### config.mk
export PLATFORM = sky130hd
export DESIGN_NAME = timer_pwm
export DESIGN_NICKNAME = d
export VERILOG_FILES = /design/src/logic/rate_divider.v /design/src/logic/timer_pwm.v
export VERILOG_INCLUDE_DIRS = /design/src /design/src/logic
export SDC_FILE = /design/constraint.sdc
export NUM_CORES = 1
export LEC_CHECK = 0
export ABC_AREA = 1
export CORE_ASPECT_RATIO = 1.75
export CORE_UTILIZATION = 64
export CTS_CLUSTER_DIAMETER = 120
export DETAILED_ROUTE_END_ITERATION = 6
export DONT_BUFFER_PORTS = 1
export PLACE_DENSITY = 0.8
export SETUP_SLACK_MARGIN = 0.1
export SKIP_CTS_REPAIR_TIMING = 1
export SLEW_MARGIN = 20
export SYNTH_ARGS = -nofsm -noshare
export SYNTH_HDL_FRONTEND = slang
export SYNTH_HIERARCHICAL = 1
export SYNTH_SLANG_ARGS = --single-unit
export TNS_END_PERCENT = 5
### constraint.sdc
create_clock -name ref_clk -period 3 [get_ports ref_clk]
set_clock_uncertainty 0.1 [all_clocks]
set_input_delay 0.15 -clock ref_clk [delete_from_list [all_inputs] [get_ports ref_clk]]
set_output_delay 0.15 -clock ref_clk [all_outputs]
set_load 0.01 [all_outputs]
### src/logic/timer_pwm_consts.vh
`ifndef TIMER_PWM_CONSTS_VH
`define TIMER_PWM_CONSTS_VH

// register offsets
`define CH2_MODE_OFS     12'hf90
`define CH2_CTRL_OFS     12'hf94
`define CH2_STATUS_OFS   12'hf96
`define LOW_LIMIT_OFS    12'hf98
`define HIGH_LIMIT_OFS   12'hf9a
`define CH2_COUNT_OFS    12'hf9c
`define CH1_MODE_OFS     12'hfa8
`define CH1_LIMIT_OFS    12'hfaa
`define CH1_COUNT_OFS    12'hfac

// mode register fields
`define SEL_LO_BIT       0
`define SEL_HI_BIT       1
`define RUN_BIT          2
`define START_BIT        3
`define CLK_SEL_LSB      4
`define CLK_SEL_MSB      6
`define MODE_WMASK       8'h7f

// control register fields
`define CH1_OE_BIT       2
`define CH2_OE_BIT       3

// status register fields
`define IRQ_BIT          0

// write lane masks
`define MASK_FULL        8'hff
`define MASK_START       8'h08

// mode select codes (sel_hi, sel_lo)
`define MODE_PWM         2'h1
`define MODE_CASCADE     2'h2

// count pulse select codes
`define CP_SEL_2         3'h2
`define CP_SEL_3         3'h3
`define CP_SEL_4         3'h4
`define CP_SEL_5         3'h5
`define CP_SEL_6         3'h6
`define CP_SEL_7         3'h7

// reset values and counter maximum
`define MODE_RESET       8'h00
`define CTRL_RESET       8'h00
`define LIMIT_RESET      8'h00
`define COUNT_RESET      8'h00
`define COUNT_MAX        8'hff

// prescaler width
`define DIV_STAGES       12

`endif

### src/logic/rate_divider.v
`timescale 1ns/1ps
`include "timer_pwm_consts.vh"

module rate_divider #(
  parameter STAGES = `DIV_STAGES
) (
  // clock and reset
  input  wire              ref_clk,
  input  wire              reset_n,
  // tick[k] pulses once every 2^(k+1) clocks
  output wire [STAGES-1:0] tick
);

  reg [STAGES-1:0] div_reg;

  always @(posedge ref_clk) begin
    if (!reset_n) begin
      div_reg <= {STAGES{1'b0}};
    end else begin
      div_reg <= div_reg + {{(STAGES-1){1'b0}}, 1'b1};
    end
  end

  genvar k;
  generate
    for (k = 0; k < STAGES; k = k + 1) begin : g_tick
      assign tick[k] = &div_reg[k:0];
    end
  endgenerate

endmodule // rate_divider

### src/logic/timer_pwm.v
`timescale 1ns/1ps
`include "timer_pwm_consts.vh"

//Contract
// - sel_hi,sel_lo = 0,1 selects PWM mode
// - control register cleared by reset
// - pin low unless output enable set
// - separate high and low period limits
// - high match toggles, switches to low
// - low match sets flag, toggles, switches back
// - high and low periods alternate endlessly
// - channel 2 clock select decode
// - channel 1 clock select decode
// - start clears counter and flag
// - mode registers take whole byte or start-bit-only writes, start bit self-clears
// - both mode registers reset to zero
// - control register 8, 4, 1 bit access
// - cascade makes one 16-bit timer
// - channel 1 enable governs its output
// - run bit zero holds count
// - cascade select is 1,0 and 1,0
module timer_pwm (
  // clock and reset
  input  wire        ref_clk,
  input  wire        reset_n,
  // register port
  input  wire [11:0] reg_addr,
  input  wire [7:0]  reg_wdata,
  input  wire [7:0]  reg_wmask,
  input  wire        reg_wr,
  input  wire        reg_rd,
  output reg  [7:0]  reg_rdata,
  // pins
  output reg         ch2_pulse_pin,
  output reg         ch1_pulse_pin,
  // event outputs
  output reg         ch2_interrupt,
  output wire        ch2_irq_flag
);

  // registers
  reg  [7:0] ch2_mode_control_reg;
  reg  [7:0] ch1_mode_control_reg;
  reg  [7:0] ch2_control_reg;
  reg  [7:0] high_period_limit_reg;
  reg  [7:0] low_period_limit_reg;
  reg  [7:0] ch1_limit_reg;
  reg  [7:0] ch2_counter_reg;
  reg  [7:0] ch1_counter_reg;
  reg        ch2_irq_flag_reg;
  reg        output_toggle_flop_reg;
  reg        low_phase_reg;

  // prescaler ticks
  wire [`DIV_STAGES-1:0] tick;

  // decoded bus strobes
  wire       wr_ch2_mode;
  wire       wr_ch1_mode;
  wire       wr_ctrl;
  wire       wr_status;
  wire       mode_full;
  wire       mode_start_only;
  wire       start2;
  wire       start1;

  // mode decode
  wire [1:0] ch2_sel;
  wire [1:0] ch1_sel;
  wire       pwm_mode;
  wire       cascade_mode;
  wire       ch2_run;
  wire       ch1_run;
  wire       ch2_output_enable;
  wire       ch1_output_enable;
  wire [2:0] ch2_clk_sel;
  wire [2:0] ch1_clk_sel;

  // count pulses and matches
  reg        count_pulse2;
  reg        count_pulse1;
  wire       ch2_overflow;
  wire [7:0] active_limit;
  wire       pwm_match;
  wire       cascade_match;
  wire       irq_set;

  rate_divider #(
    .STAGES (`DIV_STAGES)
  ) rate_divider_i (
    .ref_clk (ref_clk),
    .reset_n (reset_n),
    .tick    (tick)
  );

  assign wr_ch2_mode = reg_wr && (reg_addr == `CH2_MODE_OFS);
  assign wr_ch1_mode = reg_wr && (reg_addr == `CH1_MODE_OFS);
  assign wr_ctrl     = reg_wr && (reg_addr == `CH2_CTRL_OFS);
  assign wr_status   = reg_wr && (reg_addr == `CH2_STATUS_OFS);

  assign mode_full       = (reg_wmask == `MASK_FULL);
  assign mode_start_only = (reg_wmask == `MASK_START);
  assign start2 = wr_ch2_mode && (mode_full || mode_start_only)
                  && reg_wdata[`START_BIT];
  assign start1 = wr_ch1_mode && (mode_full || mode_start_only)
                  && reg_wdata[`START_BIT];

  assign ch2_sel = {ch2_mode_control_reg[`SEL_HI_BIT],
                    ch2_mode_control_reg[`SEL_LO_BIT]};
  assign ch1_sel = {ch1_mode_control_reg[`SEL_HI_BIT],
                    ch1_mode_control_reg[`SEL_LO_BIT]};
  assign pwm_mode     = (ch2_sel == `MODE_PWM);
  assign cascade_mode = (ch2_sel == `MODE_CASCADE)
                        && (ch1_sel == `MODE_CASCADE);
  assign ch2_run = ch2_mode_control_reg[`RUN_BIT];
  assign ch1_run = ch1_mode_control_reg[`RUN_BIT];
  assign ch2_output_enable = ch2_control_reg[`CH2_OE_BIT];
  assign ch1_output_enable = ch2_control_reg[`CH1_OE_BIT];
  assign ch2_clk_sel =
    ch2_mode_control_reg[`CLK_SEL_MSB:`CLK_SEL_LSB];
  assign ch1_clk_sel =
    ch1_mode_control_reg[`CLK_SEL_MSB:`CLK_SEL_LSB];

  // channel 2 count pulse select
  always @* begin
    case (ch2_clk_sel)
      `CP_SEL_2: count_pulse2 = tick[0];
      `CP_SEL_3: count_pulse2 = 1'b1;
      `CP_SEL_4: count_pulse2 = tick[9];
      `CP_SEL_5: count_pulse2 = tick[7];
      `CP_SEL_6: count_pulse2 = tick[5];
      `CP_SEL_7: count_pulse2 = tick[3];
      default:   count_pulse2 = 1'b0;
    endcase
  end

  assign ch2_overflow = count_pulse2 && ch2_run
                        && (ch2_counter_reg == `COUNT_MAX);

  // channel 1 count pulse select
  always @* begin
    case (ch1_clk_sel)
      `CP_SEL_2: count_pulse1 = ch2_overflow;
      `CP_SEL_3: count_pulse1 = tick[4];
      `CP_SEL_4: count_pulse1 = tick[11];
      `CP_SEL_5: count_pulse1 = tick[9];
      `CP_SEL_6: count_pulse1 = tick[7];
      `CP_SEL_7: count_pulse1 = tick[5];
      default:   count_pulse1 = 1'b0;
    endcase
  end

  // compare against the limit of the current phase
  assign active_limit = low_phase_reg ? low_period_limit_reg
                                      : high_period_limit_reg;
  assign pwm_match = pwm_mode && ch2_run && count_pulse2
                     && (ch2_counter_reg == active_limit);
  assign cascade_match = cascade_mode && ch2_run && count_pulse2
                         && (ch2_counter_reg == low_period_limit_reg)
                         && (ch1_counter_reg == ch1_limit_reg);
  assign irq_set = (pwm_match && low_phase_reg) || cascade_match;

  // channel 2 mode register
  always @(posedge ref_clk) begin
    if (!reset_n) begin
      ch2_mode_control_reg <= `MODE_RESET;
    end else if (wr_ch2_mode && mode_full) begin
      ch2_mode_control_reg <= reg_wdata & `MODE_WMASK;
    end else if (wr_ch2_mode && mode_start_only) begin
      ch2_mode_control_reg[`START_BIT] <= reg_wdata[`START_BIT];
    end else if (ch2_mode_control_reg[`START_BIT]) begin
      ch2_mode_control_reg[`START_BIT] <= 1'b0;
    end
  end

  // channel 1 mode register
  always @(posedge ref_clk) begin
    if (!reset_n) begin
      ch1_mode_control_reg <= `MODE_RESET;
    end else if (wr_ch1_mode && mode_full) begin
      ch1_mode_control_reg <= reg_wdata & `MODE_WMASK;
    end else if (wr_ch1_mode && mode_start_only) begin
      ch1_mode_control_reg[`START_BIT] <= reg_wdata[`START_BIT];
    end else if (ch1_mode_control_reg[`START_BIT]) begin
      ch1_mode_control_reg[`START_BIT] <= 1'b0;
    end
  end

  // control register, lane masked
  always @(posedge ref_clk) begin
    if (!reset_n) begin
      ch2_control_reg <= `CTRL_RESET;
    end else if (wr_ctrl) begin
      ch2_control_reg <= (ch2_control_reg & ~reg_wmask)
                         | (reg_wdata & reg_wmask);
    end
  end

  // limit registers
  always @(posedge ref_clk) begin
    if (!reset_n) begin
      high_period_limit_reg <= `LIMIT_RESET;
      low_period_limit_reg  <= `LIMIT_RESET;
      ch1_limit_reg         <= `LIMIT_RESET;
    end else if (reg_wr && (reg_wmask == `MASK_FULL)) begin
      if (reg_addr == `HIGH_LIMIT_OFS) begin
        high_period_limit_reg <= reg_wdata;
      end
      if (reg_addr == `LOW_LIMIT_OFS) begin
        low_period_limit_reg <= reg_wdata;
      end
      if (reg_addr == `CH1_LIMIT_OFS) begin
        ch1_limit_reg <= reg_wdata;
      end
    end
  end

  // channel 2 counter and phase
  always @(posedge ref_clk) begin
    if (!reset_n) begin
      ch2_counter_reg <= `COUNT_RESET;
      low_phase_reg   <= 1'b0;
    end else if (start2) begin
      ch2_counter_reg <= `COUNT_RESET;
      low_phase_reg   <= 1'b0;
    end else if (pwm_match) begin
      ch2_counter_reg <= `COUNT_RESET;
      low_phase_reg   <= ~low_phase_reg;
    end else if (cascade_match) begin
      ch2_counter_reg <= `COUNT_RESET;
    end else if (ch2_run && count_pulse2
                 && (pwm_mode || cascade_mode)) begin
      ch2_counter_reg <= ch2_counter_reg + 8'h01;
    end
  end

  // channel 1 counter, cascade upper byte
  always @(posedge ref_clk) begin
    if (!reset_n) begin
      ch1_counter_reg <= `COUNT_RESET;
    end else if (start1 || start2) begin
      ch1_counter_reg <= `COUNT_RESET;
    end else if (cascade_match) begin
      ch1_counter_reg <= `COUNT_RESET;
    end else if (cascade_mode && ch1_run && count_pulse1) begin
      ch1_counter_reg <= ch1_counter_reg + 8'h01;
    end
  end

  // output toggle flop
  always @(posedge ref_clk) begin
    if (!reset_n) begin
      output_toggle_flop_reg <= 1'b0;
    end else if (start2) begin
      output_toggle_flop_reg <= 1'b0;
    end else if (pwm_match || cascade_match) begin
      output_toggle_flop_reg <= ~output_toggle_flop_reg;
    end
  end

  // interrupt flag, set wins over software clear
  always @(posedge ref_clk) begin
    if (!reset_n) begin
      ch2_irq_flag_reg <= 1'b0;
    end else if (start2) begin
      ch2_irq_flag_reg <= 1'b0;
    end else if (irq_set) begin
      ch2_irq_flag_reg <= 1'b1;
    end else if (wr_status && reg_wmask[`IRQ_BIT]
                 && reg_wdata[`IRQ_BIT]) begin
      ch2_irq_flag_reg <= 1'b0;
    end
  end

  assign ch2_irq_flag = ch2_irq_flag_reg;

  // interrupt request pulse
  always @(posedge ref_clk) begin
    if (!reset_n) begin
      ch2_interrupt <= 1'b0;
    end else begin
      ch2_interrupt <= irq_set && !start2;
    end
  end

  // pins
  always @(posedge ref_clk) begin
    if (!reset_n) begin
      ch2_pulse_pin <= 1'b0;
      ch1_pulse_pin <= 1'b0;
    end else begin
      ch2_pulse_pin <= ch2_output_enable
                       && output_toggle_flop_reg;
      ch1_pulse_pin <= cascade_mode && ch1_output_enable
                       && output_toggle_flop_reg;
    end
  end

  // read data, one cycle after the strobe
  always @(posedge ref_clk) begin
    if (!reset_n) begin
      reg_rdata <= 8'h00;
    end else if (reg_rd) begin
      case (reg_addr)
        `CH2_MODE_OFS:   reg_rdata <= ch2_mode_control_reg;
        `CH1_MODE_OFS:   reg_rdata <= ch1_mode_control_reg;
        `CH2_CTRL_OFS:   reg_rdata <= ch2_control_reg;
        `CH2_STATUS_OFS: reg_rdata <= {7'h00, ch2_irq_flag_reg};
        `HIGH_LIMIT_OFS: reg_rdata <= high_period_limit_reg;
        `LOW_LIMIT_OFS:  reg_rdata <= low_period_limit_reg;
        `CH1_LIMIT_OFS:  reg_rdata <= ch1_limit_reg;
        `CH2_COUNT_OFS:  reg_rdata <= ch2_counter_reg;
        `CH1_COUNT_OFS:  reg_rdata <= ch1_counter_reg;
        default:         reg_rdata <= 8'h00;
      endcase
    end else begin
      reg_rdata <= 8'h00;
    end
  end

endmodule // timer_pwm

Word level (Yosys, flattened, before mapping)
Cells that the tools add are included.
- flip-flop bits (word level): 88
- input bits: 32
- output and inout bits: 12
- logic and storage cells: 121
- add/sub/neg operators: 3
- eq/ne operators: 30
- mux-type cells: 10
- bitwise operators: 7
- reduce and logical (&&, ||, !) cells: 53
- operators by type and width (operator ; count):
    $eq A12 B12 Y1 const B ; 9
    $pmux W8 S9 ; 1
    $logic_and A1 B1 Y1 ; 33
    $eq A3 B3 Y1 const B ; 8
    $eq A8 B8 Y1 ; 3
    $add A8 B1 Y8 const B ; 2
    $and A8 B8 Y8 ; 2
    $eq A8 B8 Y1 const B ; 2
    $add A12 B1 Y12 const B ; 1
    $eq A3 B2 Y1 const B ; 4
    $pmux W1 S6 ; 2
    $reduce_and A12 Y1 ; 1
    $reduce_and A10 Y1 ; 1
    $eq A8 B4 Y1 const B ; 1
    $mux W8 ; 1
    $not A8 Y8 ; 1
    $or A8 B8 Y8 ; 1
    $reduce_and A2 Y1 ; 4
    $reduce_and A8 Y1 ; 1
    $mux W1 ; 6
    $reduce_and A6 Y1 ; 1
    $logic_or A1 B1 Y1 ; 5
    $reduce_and A5 Y1 ; 1
    $eq A2 B2 Y1 const B ; 2
    other kinds (8) ; 10

Depth between registers and ports, before layout
- depth after elaboration: 8
- mapped depth: 15
- gate-level depth less buffers: 15

Hierarchy
The synthesis kept the hierarchy.
- modules (own cells, without submodules) (module ; instances ; cells each ; area each (µm²)):
    timer_pwm ; 1 ; 696 ; 4649.5
    rate_divider ; 1 ; 82 ; 601.8

Least setup slack after synthesis
No wires, ideal clock.
- kind: reg-to-reg
- from: reg rate_divider_i.div_reg[0]
- to: reg ch1_counter_reg[3]
- data arrival time: 1.858 ns
- data required time: 2.784 ns
- setup slack: 0.925 ns
- cell stages (with the launch flop): 15
- path buffers: 0
- period minus slack after synthesis: 2.075 ns
- path through: dfxtp_1 ha_1 nand3_1 nor2_2 nand3_2 nor2_1 o21ai_0 a21oi_1 nor2_1 nor3_4 nand2_4 nand2_1 nand2_1 inv_1 nor2_2
- longest elaborated chain between the ends: 6
- ends and longest elaborated chain (what ; line ; source):
    start: declaration ; rate_divider.v:14 ; reg [STAGES-1:0] div_reg;
    start signal: assignment ; rate_divider.v:18 ; div_reg <= {STAGES{1'b0}};
    start signal: assignment ; rate_divider.v:20 ; div_reg <= div_reg + {{(STAGES-1){1'b0}}, 1'b1};
    $reduce_and A6 Y1 (*) ; rate_divider.v:27 ; assign tick[k] = &div_reg[k:0];
    named net tick[5] ; timer_pwm.v:55 ; wire [`DIV_STAGES-1:0] tick;
    $pmux W1 S6 ; timer_pwm.v:126 ; case (ch2_clk_sel)
    $logic_and A1 B1 Y1 (on tied branches) ; timer_pwm.v:137, timer_pwm.v:158 ;
    $logic_and A1 B1 Y1 (on tied branches) ; timer_pwm.v:137, timer_pwm.v:159 ;
    $pmux W1 S6 or $logic_and A1 B1 Y1 (tied branches) ; timer_pwm.v:142, timer_pwm.v:160 ;
    $logic_and A1 B1 Y1 or $reduce_or A3 Y1 (tied branches) ; -- ;
    end signal: assignment ; timer_pwm.v:242 ; ch1_counter_reg <= `COUNT_RESET;
    end signal: assignment ; timer_pwm.v:244 ; ch1_counter_reg <= `COUNT_RESET;
    end signal: assignment ; timer_pwm.v:246 ; ch1_counter_reg <= ch1_counter_reg + 8'h01;
    end: declaration ; timer_pwm.v:49 ; reg [7:0] ch1_counter_reg;
The timed path passes the listed nets; every way through them passes the cells marked *.
A chain may end at the register's enable or synchronous reset.

Worst setup path after layout
- from: reg rate_divider_i.div_reg[0]
- to: reg ch1_counter_reg[6]
Same word-level chain as after synthesis.

==> out/summary.txt <==
status: complete, but fails checks
final wirelength: 15.66 mm
crit path launch type: flop
post-synthesis average cell area: 6.754 um2
CTS tree: yes
Net Count, Synth: 815
final worst-path cycle share: 82.00%
# rows: 43
grt met2 use: 63.81%
Worst R2R Setup Slack: 0.54 ns
leakage power: 2.471 nW
GR Overflow Total: 0
nets: 828
starting density of the core: 66.35%
met3 usage: 6.286%
type of the tightest min-delay check: in2reg
routed len/inst: 17.72 um
CP Capture Type: flop
Max Clk Rate: 406.5 MHz
CP startpoint: rate_divider_i/div_reg[0]
Critical R2R Launch: rate_divider_i/div_reg[0]
first-pass GRT wire length: 23.81 mm
synth warn: 6
worst r2r dst: ch1_counter_reg[6]
worst-case reg-to-reg path depth: 14
Routability Congestion: 0.9369
TritonCTS buffer count: 9
largest net degree at the start of global routing: 57
I/O Buffers: 0
DR iter-0 viols: 462
P per Cell Area: 432.4 mW/mm2
CP max FO: 9
Max-Cap Viols: 0
Worst Tran Pin Value: 0.7202 ns
synthesis-to-layout area growth: 10.11%
ANT nets after route: 0
Hold Vio Cnt, Final: 5
PnR worst setup slack: 0.5400 ns
Final setup viols: 0
H-tree lvl count: 3
Critical Path AT: 2.60 ns
failing checks: hold timing
first drt pass iteration count: 5
layout cells sized above 1: 11.46%
Hold WS: -0.01802 ns
initial antenna violation count: 0
DRC: 0
Root Buffer: clkbuf_16
cells after synthesis: 777
DP Worst Slack: 0.6105 ns
CTS Buffer Depth: 2
Max rail drop VDD: 426.5 uV
Ports: 44
synthesized cell area: 0.005248 mm2
post-route cell area: 0.005778 mm2
Total Routing Usage GR: 36.05%
Slew Limit Fails: 0
number of global-route vias before repair: 4,913
Die W: 70.45 um
placed cell area: 0.005256 mm2
max_slew headroom: 51.81%
post-route setup TNS: 0 ns
Worst EP required: 3.14 ns
Power, Total: 2.498 mW
min cycle time layout: 2.460 ns
core area: 0.007909 mm2
Antenna diodes: 0
met1 usage: 38.23%
DP Wirelength: 11.70 mm
total number of vias: 5,235
max reg flops: 12
Die Y: 121.8 um
Most Crowded Layer GR: met2
vias per cell: 5.922
clock-pin transition on the worst setup and hold timing paths: 0.06 ns
RSZ-0062 raised after global routing: no
Sink Count: 88
Die Area: 0.008580 mm2
worst-skew pair later-pin latency: 0.34 ns
crit path kind: reg2reg
Worst setup endpoint: ch1_counter_reg[6]
worst max-delay path, cell delays in order (launching register included):
cell and delay, ns:
dfxtp_1 0.40, ha_1 0.23, nand3_1 0.13, nor2_2 0.25, nand2_1 0.09, inv_1 0.07
nand2_1 0.05, nand3_1 0.08, nand4_1 0.24, o21bai_4 0.35, nand2_4 0.13, nand2_1 0.08
nand2_1 0.05, inv_1 0.06, nor2_2 0.03
layout make-up:
cell class	count	area (um2)
tap	90	112.6
multi-input combinational	569	2994
inverter	103	387.9
fill	663	2131
clock buffer	12	256.5
timing repair buffer	19	200.2
sequential	88	1762
clock inverter	3	65.06
layout by cell type (no fill, tap or decap), drive strengths merged, types with 2 or more instances in the layout:
cell           n
a21oi         57
and2           2
bufinv         2
clkbuf        12
clkinv         2
dfxtp         88
dlygate4sd3   18
ha             6
inv          102
nand2        208
nand3         58
nand3b         4
nand4         20
nor2         112
nor3          16
nor4           2
o21ai         55
o22ai          2
or2            2
xnor2          5
xor2          15
how the worst min path moves through the flow:
stage                 start                         to  slack, ns  cells past startpoint
5_1_grt        reg_wdata[1]    ch2_mode_control_reg[1]      0.008                      2
3_5_place_dp        reset_n  rate_divider_i/div_reg[4]       0.16                      2
2_1_floorplan  reg_wdata[3]    ch1_mode_control_reg[3]       0.19                      2
4_1_cts             reset_n  rate_divider_i/div_reg[4]      -0.19                      2
6_report       reg_wdata[1]    ch2_mode_control_reg[1]      -0.02                      2
3_3_place_gp        reset_n  rate_divider_i/div_reg[1]       0.15                      2
per-stage QoR:
stage | utilization [%] | instances
6_report | 73.06 | 884
3_3_place_gp | 66.46 | 850
3_5_place_dp | 66.46 | 850
2_1_floorplan | - | 777
5_1_grt | 73.06 | 884
4_1_cts | 70.53 | 865
routing by layer:
metal  routed length [um]  share of wire, %
met1                 5592                36
met2                 8003                51
met3                  914               5.8
met4                 1150               7.3
met5                    0                 0
power by group:
part / switching, mW / leakage [nW] / total [mW] / internal [mW]
clock network: 0.451 / 0.159 / 1.22 / 0.769
logic: 0.0706 / 1.60 / 0.102 / 0.0319
registers: 0.00406 / 0.709 / 1.18 / 1.17
total: 0.525 / 2.47 / 2.50 / 1.97
Note: power is estimated with default switching activity, not from simulation.
